**src/async_serial_transmitter_defines.vh**
```
`ifndef ASYNC_SERIAL_TRANSMITTER_DEFINES_VH
`define ASYNC_SERIAL_TRANSMITTER_DEFINES_VH
// register offsets (8-bit addresses)
`define ADDR_CONTROL_ONE   8'h13
`define ADDR_CONTROL_TWO   8'h14
`define ADDR_CONTROL_THREE 8'h15
`define ADDR_STATUS_ONE    8'h16
`define ADDR_STATUS_TWO    8'h17
`define ADDR_DATA_BUFFER   8'h18
`define ADDR_BIT_RATE_SEL  8'h19
// control_one fields
`define C1_SERIAL_UNIT_ON  6
`define C1_TX_POLARITY     5
`define C1_LEN9            4
// control_two fields
`define C2_TX_BUF_IRQ_ON   7
`define C2_SHIFT_DONE_IRQ  6
`define C2_TX_ON           3
`define C2_RX_ON           2
`define C2_SEND_BREAK      0
// control_three fields
`define C3_RX_NINTH        7
`define C3_TX_NINTH        6
`define C3_TX_DMA_ON       4
// status_one fields
`define S1_TX_BUF_FREE     7
`define S1_SHIFT_DONE      6
`define S1_RX_FULL         5
`define S1_FRAMING         1
// status_two fields
`define S2_BREAK_SEEN      1
`define S2_RX_IN_PROGRESS  0
// reset values
`define RST_BYTE           8'h00
`define RST_STATUS_ONE     8'hC0
// frame sizes in bit times (8-bit mode; 9-bit adds one)
`define FRAME_BITS_8       4'hA
`define FRAME_BITS_9       4'hB
// tx state codes
`define ST_IDLE            2'h0
`define ST_PREAMBLE        2'h1
`define ST_SHIFT           2'h2
`define ST_BREAK           2'h3
`endif

```
**src/async_serial_transmitter.v**
```verilog
// The implementer's own choice: the plain strobed port.
`timescale 1ns/1ps
`include "async_serial_transmitter_defines.vh"

// Notes on behaviour
// - length select picks 8 or 9 bits
// - shift register drives line; buffer holds byte
// - dma write alone clears buffer-free flag
// - preamble of ones precedes first character
// - start zero at lsb, stop one msb
// - buffer transfer sets buffer-free flag
// - buffer irq or dma request, dma suppresses cpu
// - line idles high when not shifting
// - unit off releases port pins
// - break characters repeat while break set
// - break ends with at least one one
// - receiver detects all-zero frame as break
// - break sets fault, full, seen; clears data
// - idle character all ones, length follows select
// - tx off finishes character then idles
// - tx off-on queues one idle character
// - polarity flip inverts every transmitted level
// - shift done when all empty, irq gated
// - rx ninth bit holds bit 8 or 7
module async_serial_transmitter (
    input  wire       I_CLK_SYS,      // system clock, 40 MHz
    input  wire       I_RESET_N,      // synchronous reset, active low
    input  wire [7:0] I_ADDR,         // register address
    input  wire [7:0] I_WDATA,        // write data
    input  wire       I_WR,           // write strobe
    input  wire       I_RD,           // read strobe
    input  wire       I_DMA_WR,       // write strobe is from dma engine
    input  wire       I_BIT_TICK,     // one pulse per bit time
    input  wire       I_RX_BIT,       // receiver sampled bit
    input  wire       I_RX_BIT_VALID, // pulse per received frame bit
    output reg  [7:0] O_RDATA,        // read data, cycle after read
    output reg        O_TX_LINE,      // tx_line_pin level
    output reg        O_TX_LINE_OE,   // high while driving the pin
    output reg        O_TX_IRQ,       // transmitter cpu request
    output reg        O_TX_DMA_REQ    // transmitter dma request
);
    reg [7:0] ctl1_q;
    reg [7:0] ctl2_q;
    reg [7:0] ctl3_q;
    reg [7:0] rate_q;
    reg [7:0] buf_q;
    reg       buf_full_q;
    reg       buf_free_q;
    reg       done_q;
    reg       armed_q;
    reg [1:0] state_q;
    reg [10:0] shreg_q;
    reg [3:0] bits_q;
    reg       idle_q;
    reg       tx_on_last_q;
    reg       idle_pend_q;
    reg       brk_tail_q;
    reg [7:0] rx_data_q;
    reg       rx_ninth_q;
    reg       rx_full_q;
    reg       rx_fault_q;
    reg       brk_seen_q;
    reg       rx_prog_q;
    reg [3:0] rx_cnt_q;
    reg [10:0] rx_sh_q;
    // decoded control bits and shared strobes
    // unit_on gates the bit tick, so a disabled unit never advances a frame
    // frame_len counts every bit time of a character, framing included
    // a data write is seen on the plain bus strobe, dma or cpu alike
    // last_bit marks the final bit time of the slot being shifted
    // slot_end is true between frames or on the closing tick of one
    // a new slot may only begin at slot_end, which keeps bit times whole
    // tx_fall catches tx_on being dropped, for the queued idle character
    // load_char is the one moment the holding stage empties into the shifter
    // a stalled preamble never loads, so an off tx keeps the byte buffered
    wire       unit_on   = ctl1_q[`C1_SERIAL_UNIT_ON];
    wire       len9      = ctl1_q[`C1_LEN9];
    wire       tx_on     = ctl2_q[`C2_TX_ON];
    wire       send_brk  = ctl2_q[`C2_SEND_BREAK];
    wire [3:0] frame_len = len9 ? `FRAME_BITS_9 : `FRAME_BITS_8;
    wire       bus_wr_dat = I_WR && (I_ADDR == `ADDR_DATA_BUFFER);
    wire       tick       = I_BIT_TICK && unit_on;
    wire       last_bit   = (bits_q == 4'h1);
    wire       shifting   = (state_q != `ST_IDLE);
    // a character slot has ended and a new one may be loaded
    wire       slot_end   = !shifting || (tick && last_bit);
    wire       tx_fall    = tx_on_last_q && !tx_on;
    // transfer the buffered byte into the shifter
    wire       load_char  = slot_end && tick && tx_on && buf_full_q && !send_brk
                            && !idle_pend_q && !brk_tail_q && (state_q != `ST_IDLE
                            || armed_q);
    // receiver frame complete on the bit that lands in the stop position
    // the stop bit itself is judged live, before it enters the shifter
    wire       rx_done    = I_RX_BIT_VALID && unit_on && ctl2_q[`C2_RX_ON]
                            && (rx_cnt_q == frame_len - 4'h1);
    wire [7:0] status_one = {buf_free_q, done_q, rx_full_q, 3'h0, rx_fault_q, 1'h0};

    // register writes; reset clears all control
    // writes take effect on the edge that samples the strobe
    // control_three bit 7 is the received ninth bit and stays read-only
    // the data buffer is handled by the holding stage, not here
    // status registers have no write side; such writes fall through
    // bit_rate_select is only stored: the tick comes from a shared divider
    // limitation: unmapped writes are silently dropped
    // trade-off: no write masking, software must write whole bytes
    // unused control bits are kept so read-back matches what was written
    // a write and a read of one register may follow with no gap
    always @(posedge I_CLK_SYS) begin
        if (!I_RESET_N) begin
            ctl1_q <= `RST_BYTE;
            ctl2_q <= `RST_BYTE;
            ctl3_q <= `RST_BYTE;
            rate_q <= `RST_BYTE;
        end else if (I_WR) begin
            case (I_ADDR)
                `ADDR_CONTROL_ONE:   ctl1_q <= I_WDATA;
                `ADDR_CONTROL_TWO:   ctl2_q <= I_WDATA;
                `ADDR_CONTROL_THREE: ctl3_q <= {ctl3_q[7], I_WDATA[6:0]}; // rx ninth is RO
                `ADDR_BIT_RATE_SEL:  rate_q <= I_WDATA;
                default:             ctl1_q <= ctl1_q;
            endcase
        end
    end

    // read mux, answer in the following cycle; unmapped reads zero
    // read data stand for one cycle only and are zero otherwise
    // zero outside a read slot lets a bus or-tree merge several slaves
    // control_three merges the received ninth bit into bit 7
    // status_two carries only break seen and reception in progress
    // the data offset reads the receive side; transmit is write-only
    // reading status_one also arms the buffer-free clear, see below
    // reading the data buffer clears the receive flags, see below
    // no wait states: the master never stalls
    // limitation: reads have no side effect on this mux itself
    always @(posedge I_CLK_SYS) begin
        if (!I_RESET_N) begin
            O_RDATA <= `RST_BYTE;
        end else if (I_RD) begin
            case (I_ADDR)
                `ADDR_CONTROL_ONE:   O_RDATA <= ctl1_q;
                `ADDR_CONTROL_TWO:   O_RDATA <= ctl2_q;
                `ADDR_CONTROL_THREE: O_RDATA <= {rx_ninth_q, ctl3_q[6:0]};
                `ADDR_STATUS_ONE:    O_RDATA <= status_one;
                `ADDR_STATUS_TWO:    O_RDATA <= {6'h00, brk_seen_q, rx_prog_q};
                `ADDR_DATA_BUFFER:   O_RDATA <= rx_data_q; // tx side is write-only
                `ADDR_BIT_RATE_SEL:  O_RDATA <= rate_q;
                default:             O_RDATA <= `RST_BYTE;
            endcase
        end else begin
            O_RDATA <= `RST_BYTE;
        end
    end

    // holding stage and its free flag; the transfer set wins over a same-cycle write
    // armed_q remembers a status read seen with the free flag set
    // a cpu write clears the flag only once armed; a dma write always does
    // a write without the prior read still fills the buffer but leaves free set
    // hazard: losing the set to a same-cycle write would hang the producer
    // buf_full_q tracks real contents, independent of the software flag
    // a write in the load cycle refills the stage at once
    // the free flag also feeds the transmitter requests at the pins
    // reset leaves the stage empty and free, so software may write at once
    // trade-off: one holding byte only, no deeper queue
    always @(posedge I_CLK_SYS) begin
        if (!I_RESET_N) begin
            buf_q      <= `RST_BYTE;
            buf_full_q <= 1'b0;
            buf_free_q <= 1'b1;
            armed_q    <= 1'b0;
        end else begin
            if (I_RD && I_ADDR == `ADDR_STATUS_ONE && buf_free_q)
                armed_q <= 1'b1;
            if (bus_wr_dat) begin
                buf_q      <= I_WDATA;
                buf_full_q <= 1'b1;
                if (armed_q || I_DMA_WR) begin
                    buf_free_q <= 1'b0;
                    armed_q    <= 1'b0;
                end
            end
            if (load_char) begin
                buf_full_q <= bus_wr_dat;
                buf_free_q <= 1'b1;
            end
        end
    end

    // transmit sequencer: preamble, characters, breaks, idles
    // idle_q is the line level before polarity, updated on the tick
    // the shifter fills with ones from the top, so a drained slot idles high
    // every slot lasts frame_len ticks except the one-bit break tail
    // priority at a slot end: break, break tail, idle, character, idle line
    // a break repeats while the break bit stays set
    // the break tail guarantees a one before the next start bit
    // a transmission opens with a preamble, an idle character of ones
    // the ninth bit is read from control_three at the load, so writes after the load miss the frame
    // clearing tx_on lets the slot in flight finish, then the line idles
    // clearing the unit aborts at once and returns the sequencer to idle; the holding stage keeps its byte
    always @(posedge I_CLK_SYS) begin
        if (!I_RESET_N || !unit_on) begin
            state_q      <= `ST_IDLE;
            shreg_q      <= 11'h7FF;
            bits_q       <= 4'h0;
            idle_q       <= 1'b1;
            tx_on_last_q <= 1'b0;
            idle_pend_q  <= 1'b0;
            brk_tail_q   <= 1'b0;
        end else begin
            tx_on_last_q <= tx_on;
            // off then on while shifting queues one idle character
            if (tx_fall && shifting)
                idle_pend_q <= 1'b1;
            if (tick && shifting && !last_bit) begin
                shreg_q <= {1'b1, shreg_q[10:1]};
                bits_q  <= bits_q - 4'h1;
                idle_q  <= shreg_q[1];
            end else if (slot_end && tick) begin
                if (send_brk && (tx_on || state_q == `ST_BREAK)) begin
                    state_q    <= `ST_BREAK;
                    shreg_q    <= 11'h000;
                    bits_q     <= frame_len;
                    idle_q     <= 1'b0;
                    brk_tail_q <= 1'b1;
                end else if (brk_tail_q) begin
                    state_q    <= `ST_PREAMBLE;
                    shreg_q    <= 11'h7FF;
                    bits_q     <= 4'h1;
                    idle_q     <= 1'b1;
                    brk_tail_q <= 1'b0;
                end else if (tx_on && (idle_pend_q || (state_q == `ST_IDLE
                             && buf_full_q && armed_q == 1'b0 && !buf_free_q))) begin
                    state_q     <= `ST_PREAMBLE;
                    shreg_q     <= 11'h7FF;
                    bits_q      <= frame_len;
                    idle_q      <= 1'b1;
                    idle_pend_q <= 1'b0;
                end else if (load_char || (tx_on && buf_full_q && !buf_free_q
                             && state_q == `ST_PREAMBLE)) begin
                    state_q <= `ST_SHIFT;
                    shreg_q <= len9 ? {1'b1, ctl3_q[`C3_TX_NINTH], buf_q, 1'b0}
                                    : {2'b11, buf_q, 1'b0};
                    bits_q  <= frame_len;
                    idle_q  <= 1'b0;
                end else begin
                    state_q <= `ST_IDLE;
                    shreg_q <= 11'h7FF;
                    bits_q  <= 4'h0;
                    idle_q  <= 1'b1;
                end
            end
        end
    end

    // shift done: nothing queued, nothing shifting
    // registered, so it trails the sequencer by one cycle
    // a pending break or queued idle keeps it low
    // reset sets it: an empty transmitter has nothing outstanding
    // limitation: it clears by itself, software has no clear path
    always @(posedge I_CLK_SYS) begin
        if (!I_RESET_N) begin
            done_q <= 1'b1;
        end else begin
            done_q <= !shifting && !buf_full_q && !send_brk && !idle_pend_q;
        end
    end

    // pin and requests, all registered
    // polarity flip applies last, so idle, break and framing all invert
    // the pin enable follows the unit bit one cycle late
    // the dma request takes the buffer request away from the cpu
    // the shift-done request always goes to the cpu
    // registering every output keeps the pins glitch free
    // trade-off: each request lags its flag by one cycle
    // requests are levels and fall when their flag clears
    always @(posedge I_CLK_SYS) begin
        if (!I_RESET_N) begin
            O_TX_LINE    <= 1'b1;
            O_TX_LINE_OE <= 1'b0;
            O_TX_IRQ     <= 1'b0;
            O_TX_DMA_REQ <= 1'b0;
        end else begin
            O_TX_LINE    <= idle_q ^ ctl1_q[`C1_TX_POLARITY];
            O_TX_LINE_OE <= unit_on;
            // dma takes the request away from the cpu
            O_TX_DMA_REQ <= buf_free_q && ctl2_q[`C2_TX_BUF_IRQ_ON] && ctl3_q[`C3_TX_DMA_ON];
            O_TX_IRQ     <= (buf_free_q && ctl2_q[`C2_TX_BUF_IRQ_ON]
                             && !ctl3_q[`C3_TX_DMA_ON])
                            || (done_q && ctl2_q[`C2_SHIFT_DONE_IRQ]);
        end
    end

    // minimal frame assembler for break recognition
    // bits arrive already sampled, start bit first, one strobe each
    // the count wraps at frame_len so frames stay aligned
    // a zero stop bit marks a framing fault
    // all-zero data with a zero stop is a break: data and ninth bit clear
    // with a one stop bit the data byte and ninth bit are stored
    // in 8-bit mode the ninth bit copies received bit 7
    // a data buffer read clears full, fault and break seen
    // limitation: no noise, parity or overrun detection here
    // the receive flags clear on reset and data buffer reads, not on unit off
    always @(posedge I_CLK_SYS) begin
        if (!I_RESET_N) begin
            rx_data_q  <= `RST_BYTE;
            rx_ninth_q <= 1'b0;
            rx_full_q  <= 1'b0;
            rx_fault_q <= 1'b0;
            brk_seen_q <= 1'b0;
            rx_prog_q  <= 1'b0;
            rx_cnt_q   <= 4'h0;
            rx_sh_q    <= 11'h000;
        end else begin
            if (I_RD && I_ADDR == `ADDR_DATA_BUFFER) begin
                rx_full_q  <= 1'b0;
                rx_fault_q <= 1'b0;
                brk_seen_q <= 1'b0;
            end
            if (I_RX_BIT_VALID && unit_on && ctl2_q[`C2_RX_ON]) begin
                rx_sh_q   <= {I_RX_BIT, rx_sh_q[10:1]};
                rx_prog_q <= !rx_done;
                rx_cnt_q  <= rx_done ? 4'h0 : rx_cnt_q + 4'h1;
            end
            if (rx_done) begin
                rx_full_q <= 1'b1;
                if (!I_RX_BIT) begin
                    rx_fault_q <= 1'b1;
                    if (!len9 ? rx_sh_q[10:3] == 8'h00 : rx_sh_q[10:2] == 9'h000) begin
                        brk_seen_q <= 1'b1;
                        rx_data_q  <= 8'h00;
                        rx_ninth_q <= 1'b0;
                    end
                end else begin
                    rx_data_q  <= len9 ? rx_sh_q[9:2] : rx_sh_q[10:3];
                    rx_ninth_q <= len9 ? rx_sh_q[10] : rx_sh_q[10];
                end
            end
        end
    end
endmodule

```
**config.mk**
```make
export PLATFORM = sky130hd
export DESIGN_NAME = async_serial_transmitter
export DESIGN_NICKNAME = d
export VERILOG_FILES = /design/src/async_serial_transmitter.v
export VERILOG_INCLUDE_DIRS = /design/src
export SDC_FILE = /design/constraint.sdc
export NUM_CORES = 1
export LEC_CHECK = 0
export ABC_AREA = 1
export BUFFER_PORTS_ARGS = -buffer_cell sky130_fd_sc_hd__buf_2
export CAP_MARGIN = 20
export CORE_ASPECT_RATIO = 1.1
export CORE_MARGIN = 3
export CORE_UTILIZATION = 35
export DETAILED_ROUTE_END_ITERATION = 16
export PLACE_DENSITY_LB_ADDON = 0.08
export SYNTH_ARGS = -nofsm -noshare
export SYNTH_HDL_FRONTEND = slang
export SYNTH_SLANG_ARGS = --single-unit
```
**constraint.sdc**
```tcl
create_clock -name I_CLK_SYS -period 2.7 [get_ports I_CLK_SYS]
set_input_delay 0.27 -clock I_CLK_SYS [delete_from_list [all_inputs] [get_ports I_CLK_SYS]]
set_output_delay 0.27 -clock I_CLK_SYS [all_outputs]
set_load 0.005 [all_outputs]
```
* Yosys cells after proc, flatten, opt, wreduce, memory -nomap -nowiden *
Cells that the tools add are included.

storage, ports and cells
  ROM bits = 0
  output and inout bits = 12
  bits in writable memories = 0
  register bits after elaboration = 104
  memories = 0
  latch bits = 0
  input bits = 24

operators by class
  reduce and logical (&&, ||, !) cells = 73
  divide/modulo/power cells = 0
  magnitude comparators = 0
  add/subtract/negate cells = 3
  bitwise gates (word level) = 4
  shifts and indexed selects = 0
  multipliers = 0
  equality and inequality tests = 11
  muxes and demuxes = 53

operators with widths
  kind                   count
  $mux W10               6
  $eq A8 B5 Y1 const B   7
  $pmux W8 S7            1
  $logic_and A1 B1 Y1    35
  $mux W1                31
  $mux W4                7
  $mux W8                3
  $reduce_and A2 Y1      8
  $logic_not A1 Y1       12
  $mux W11               1
  $reduce_bool A2 Y1     5
  $logic_not A9 Y1       1
  $logic_not A8 Y1       1
  $logic_or A1 B1 Y1     8
  $mux W2                4
  $sub A4 B1 Y4 const B  2
  $add A4 B1 Y4 const B  1
  $eq A4 B1 Y1 const B   1
  $eq A4 B4 Y1           1
  $reduce_or A2 Y1       2
  $not A1 Y1             3
  $eq A2 B1 Y1 const B   1
  $eq A2 B2 Y1 const B   1
  $logic_not A2 Y1       1
  $xor A1 B1 Y1          1

* Longest topological paths before layout *
  word-level depth = 17
  depth in mapped cells = 12

* Least setup slack after synthesis *
No wires, ideal clock.

  kind = flip-flop to flip-flop
  start point = reg bits_q[1]
  end point = reg idle_q
  period minus slack after synthesis = 1.452 ns
  setup time = 0.134 ns
  buffers on the path = 1
  required time = 2.566 ns
  cell stages (with the launch flop) = 12
  path slack = 1.248 ns
  arrival = 1.319 ns
  path through = dfxtp_1 > inv_1 > ha_1 > nand3_1 > nand2_1 > nand2_2 > inv_2 > nand2_4 > clkinv_4 > o21ai_2 > buf_6 > o2111ai_2

between the ends
  cells in the longest elaborated chain, start to end = 17
  elaborated cells on any way between the ends = 20

RTL lines
  item                               RTL line                                                       text
  start: declaration                 async_serial_transmitter.v:53                                  reg [3:0] bits_q;
  start signal: assignment           async_serial_transmitter.v:215                                 bits_q <= bits_q - 4'h1;
  start signal: assignment           async_serial_transmitter.v:221                                 bits_q <= frame_len;
  start signal: assignment           async_serial_transmitter.v:234                                 bits_q <= frame_len;
  $eq A4 B1 Y1 (*)                   async_serial_transmitter.v:83                                  wire last_bit = (bits_q == 4'h1);
  $logic_and A1 B1 Y1                async_serial_transmitter.v:86                                  wire slot_end = !shifting || (tick && last_bit);
  $logic_or A1 B1 Y1                 async_serial_transmitter.v:86
  $logic_and A1 B1 Y1                async_serial_transmitter.v:89, async_serial_transmitter.v:217
  $logic_and A1 B1 Y1 (3 in series)  async_serial_transmitter.v:89                                  wire load_char = slot_end && tick && tx_on && buf_full_q && !send_brk
  $logic_and A1 B1 Y1 (2 in series)  async_serial_transmitter.v:90                                  && !idle_pend_q && !brk_tail_q && (state_q != `ST_IDLE
  $logic_and A1 B1 Y1                async_serial_transmitter.v:89
  $logic_or A1 B1 Y1                 async_serial_transmitter.v:237                                 end else if (load_char || (tx_on && buf_full_q && !buf_free_q
  $mux W1                            async_serial_transmitter.v:237
  $mux W1                            async_serial_transmitter.v:230                                 end else if (tx_on && (idle_pend_q || (state_q == `ST_IDLE
  $mux W1                            async_serial_transmitter.v:224                                 end else if (brk_tail_q) begin
  $mux W1                            async_serial_transmitter.v:218                                 if (send_brk && (tx_on || state_q == `ST_BREAK)) begin
  $mux W1                            async_serial_transmitter.v:217                                 end else if (slot_end && tick) begin
  $mux W1                            async_serial_transmitter.v:213                                 if (tick && shifting && !last_bit) begin
  end signal: assignment             async_serial_transmitter.v:216                                 idle_q <= shreg_q[1];
  end: declaration                   async_serial_transmitter.v:54                                  reg idle_q;

Mark *: on every way between the ends. The rest lies on a longest branch, timed or not. The select of a mux whose other input is x is not followed.
A chain may end at the register's enable or synchronous reset.

* Worst setup path after layout *
  start point = reg ctl1_q[6]
  end point = reg idle_q

between the ends
  cells in the longest elaborated chain, start to end = 17
  elaborated cells on any way between the ends = 22

RTL lines
  item                               RTL line                                                       text
  start: declaration                 async_serial_transmitter.v:42                                  reg [7:0] ctl1_q;
  start signal: assignment           async_serial_transmitter.v:110                                 ctl1_q <= `RST_BYTE;
  start signal: assignment           async_serial_transmitter.v:120                                 default: ctl1_q <= ctl1_q;
  $logic_and A1 B1 Y1                async_serial_transmitter.v:82                                  wire tick = I_BIT_TICK && unit_on;
  $logic_and A1 B1 Y1                async_serial_transmitter.v:86
  $logic_or A1 B1 Y1                 async_serial_transmitter.v:86
  $logic_and A1 B1 Y1                async_serial_transmitter.v:89, async_serial_transmitter.v:217
  $logic_and A1 B1 Y1 (3 in series)  async_serial_transmitter.v:89
  $logic_and A1 B1 Y1 (2 in series)  async_serial_transmitter.v:90
  $logic_and A1 B1 Y1                async_serial_transmitter.v:89
  $logic_or A1 B1 Y1                 async_serial_transmitter.v:237
  $mux W1                            async_serial_transmitter.v:237
  $mux W1                            async_serial_transmitter.v:230
  $mux W1                            async_serial_transmitter.v:224
  $mux W1                            async_serial_transmitter.v:218
  $mux W1                            async_serial_transmitter.v:217
  $mux W1                            async_serial_transmitter.v:213

Several ways; a longest one is shown, not always the timed one. The select of a mux whose other input is x is not followed.

==> impl_summary.log <==
INFO  metric cp-start-kind = flip-flop
INFO  metric synthSimpleGateAreaFrac = 0.2159
INFO  metric critical_path_class = flip-flop to flip-flop
INFO  metric placement.setup.worst_slack = ~770 ps
INFO  metric layout.filler_cells = between 1,000 and 1,500
INFO  metric min_from = I_WDATA[7]
INFO  metric cts_hold_buffers = 0
INFO  metric timing.final.max_slew_violations = 0
INFO  metric synth_top_cell_by_area = dfxtp_1
INFO  metric slew_headroom = 0.4003
INFO  metric setup_slack = between 700 and 800 ps
INFO  metric global_route.overflow_total = 0
INFO  metric timing_worst_slew_pin_value = 898.6 ps
INFO  metric layout.cells.most_common_list = 124 x nand2_1, 101 x dfxtp_1, 81 x a21oi_1, 66 x inv_1, 40 x o21ai_0
INFO  metric worstHoldPathCells = 3
INFO  metric area.growth.synth_to_final = 14.05%
INFO  metric largest_net_degree_at_the_start_of_global_routing = 28
INFO  metric yosys-mux-area-fraction = 0
INFO  metric numPortBuffers = 35
INFO  metric synth-edff-count = 0
INFO  metric floorplan.initialDensity = 0.3587
INFO  metric worst-path-max-fanout = 11
INFO  metric clkSinkCount = slightly above 100
INFO  metric setup_repair_after_global_routing_missed_its_margin = no
INFO  metric synth.net_count = 603
INFO  metric groute.usage.overall = 0.1791
INFO  metric chipWidth = around 110 µm
INFO  metric final_instance_area = slightly below 5000 µm²
INFO  metric post_cts_buffers = 0
INFO  metric drv.max_cap_violation_count = 0
INFO  metric place_congestion = about 0.85
INFO  metric initialDrtViolationCount = 182
INFO  metric cts_root_buf = clkbuf_16
INFO  metric grt_pass1_vias = around 3,700
INFO  metric dpl.cell_count = ~750
INFO  metric synth_largest_type_area_fraction = 0.4664
INFO  metric insertedDiodeCount = 0
INFO  metric critical_path_arrival = 2100 ps
INFO  metric synth_xor_area_frac = 0.004040
INFO  metric detailed_route_wl = 11,690 µm
INFO  metric minimum_clock_period_after_layout = ~1900 ps
INFO  metric vias_per_cell = roughly 5.0
INFO  metric h_tree_lvl_count = 3
INFO  metric avgRoutedWirePerCell = ~15 µm
INFO  metric die_height = roughly 120 µm
INFO  metric outcome = completed
INFO  metric core_region_area = between 10,000 and 15,000 µm²
INFO  metric ioPinCount = 36
INFO  metric number_of_buffers_added_by_the_clock_tree_synthesis_step = 9
INFO  metric fmaxAchievable = 0.5261 GHz
INFO  metric antenna_violations_before_repair = 0
INFO  metric crit_required = slightly below 3000 ps
INFO  metric syn-instance-count = 576
INFO  metric synthArstFlopShare = 0
INFO  metric worstHoldEndpoint = buf_q[7]
INFO  metric highest_cell_delay_on_the_worst_timing_path = around 500 ps
INFO  metric die_area = between 10,000 and 15,000 µm²
INFO  metric hold-worst-slack = around 250 ps
INFO  metric finish.cell_count_without_fillers = 763
INFO  metric clock_insertion_delay_worst_skew = around 340 ps
INFO  metric cp_cell_sequence = nand2_1, inv_1, nand2_2, nor2_2, nor2_1, o21ai_2, o2111ai_2
INFO  metric finalSetupViolations = 0
INFO  metric layout.nets = about 630
INFO  metric num_vias = approximately 3,800
INFO  metric syn-cell-area = 4335 µm²
INFO  metric combinational_family_with_the_most_area_after_synthesis = simple AND/OR/NAND/NOR gates
INFO  metric most_frequently_used_flop_master_after_synthesis = dfxtp_1
INFO  metric timing.rr.start = ctl1_q[6]
INFO  metric placement_rows = 42
INFO  metric final_common_cell = nand2_1
INFO  metric r2r-end = idle_q
INFO  metric power = 2.983 mW
INFO  metric clock-skew-final = 6.036 ps
INFO  metric final_util = 0.4091
INFO  metric placement.cell_area = 4618 µm²
INFO  metric critical-path-slowest-cell = dfxtp_1
INFO  metric timing.reg2reg.setup_slack = 800 ps
INFO  metric hold_path.class = input pin to flip-flop
INFO  metric yosys.area_share.adder = 0.008658
INFO  metric grt_pass1_wl = 19,310 µm
INFO  metric critical_path.endpoint_type = flip-flop
INFO  metric synth-warning-count = 0
INFO  metric max-clock-path-buffers = 2
INFO  metric post_synth_num_cell_types = 36
INFO  metric synthesis.area_per_instance = 7.527 µm²
INFO  metric route.antenna.remaining_nets = 0
INFO  metric p_leak = 1.911 nW
INFO  metric ff2ff_path_depth = 7
INFO  metric hold_violations = 0
INFO  metric yosysSeqAreaShare = 0.4664
INFO  metric ir_drop = between 0.3 and 0.4 mV
INFO  metric final_period_util = 0.7039
INFO  metric timing.setup.tns = 0 ps
INFO  metric path_clk_slew = ~70 ps
INFO  metric synth.area.top_cells = dfxtp_1 47%, nand2_1 11%, a21oi_1 9.4%
INFO  metric power_density = a little over 600 nW/µm²
INFO  metric dp_hpwl = about 8500 µm
INFO  metric synth_compound_area_frac = 0.2115
INFO  metric drc = 0
INFO  metric drt_first_pass_iters = 4
INFO  metric ys_ff_latch = 101
INFO  metric drive_above_1_share = 0.1396
INFO  metric tritoncts = yes
INFO  metric cts_resized = 0
sequential cells by signal, summed over array words and instances (netlist names), 2 cells and up:
name       count
shreg_q       10
ctl3_q         7
rate_q         8
rx_sh_q        9
state_q        2
ctl2_q         8
rx_cnt_q       4
O_RDATA        8
buf_q          8
rx_data_q      8
ctl1_q         8
bits_q         4
worst max-delay path, delay by kind of cell, from the launching register on:
| family | cells | cell delay, ps |
|---|---|---|
| AOI/OAI and AO/OA | 2 | 570 |
| DFF | 1 | 490 |
| and+or+nand+nor | 4 | 500 |
| buffers and inverters | 1 | 190 |
Yosys cell counts, types with 2 or more instances:
cell,instances
a211oi_1,2
a21oi_1,81
a31oi_1,2
buf_2,5
buf_4,2
buf_6,3
clkbuf_1,13
dfxtp_1,101
ha_1,3
inv_1,66
inv_2,7
nand2_1,124
nand2_2,8
nand3_1,30
nand4_1,2
nor2_1,31
nor2_2,2
nor3_1,11
o211ai_1,8
o21ai_0,40
o21ai_2,4
o221ai_1,16
xor2_1,2
metal layers:
metal  GRT usage  vias up  part of all wire
met3     0.03205       14             0.037
li1            -     1977                 -
met1      0.2335     1759              0.47
met4     0.06536        0             0.016
met2      0.2981       58              0.48
met5           0        -                 0
how the worst max path moves through the flow:
stage                           from         end  slack, ps
after floorplan            bits_q[1]      idle_q       1250
after global placement    I_BIT_TICK      idle_q        740
after detailed placement  I_BIT_TICK      idle_q        770
after CTS                  ctl1_q[6]      idle_q        800
after global routing       ctl1_q[6]  state_q[1]        660
final                      ctl1_q[6]      idle_q        800
power breakdown:
| part | total [mW] | internal, mW | switching (mW) |
|---|---|---|---|
| Clock | 1.40 | 0.839 | 0.562 |
| Combinational | 0.0901 | 0.0240 | 0.0661 |
| Sequential | 1.49 | 1.49 | 0.000704 |
| Total | 2.98 | 2.35 | 0.629 |
logic make-up after synthesis:
group / count (synthesis)
AND/OR/NAND/NOR: 215
AO/OA/AOI/OAI: 158
buffers and inverters: 97
XOR/XNOR: 2
adder cells (fa/ha/maj): 3
flip-flops: 101
layout make-up:
type	count	area, µm²	area share
inverter	74	282.8	0.05719
clock buffer	11	242.7	0.04909
multi-input combinational	378	1908	0.3859
sequential	101	2022	0.4089
clock inverter	5	83.83	0.01695
timing repair buffer	40	212.7	0.04302
tap	154	192.7	0.03897
Note: power is estimated with default switching activity, not from simulation.
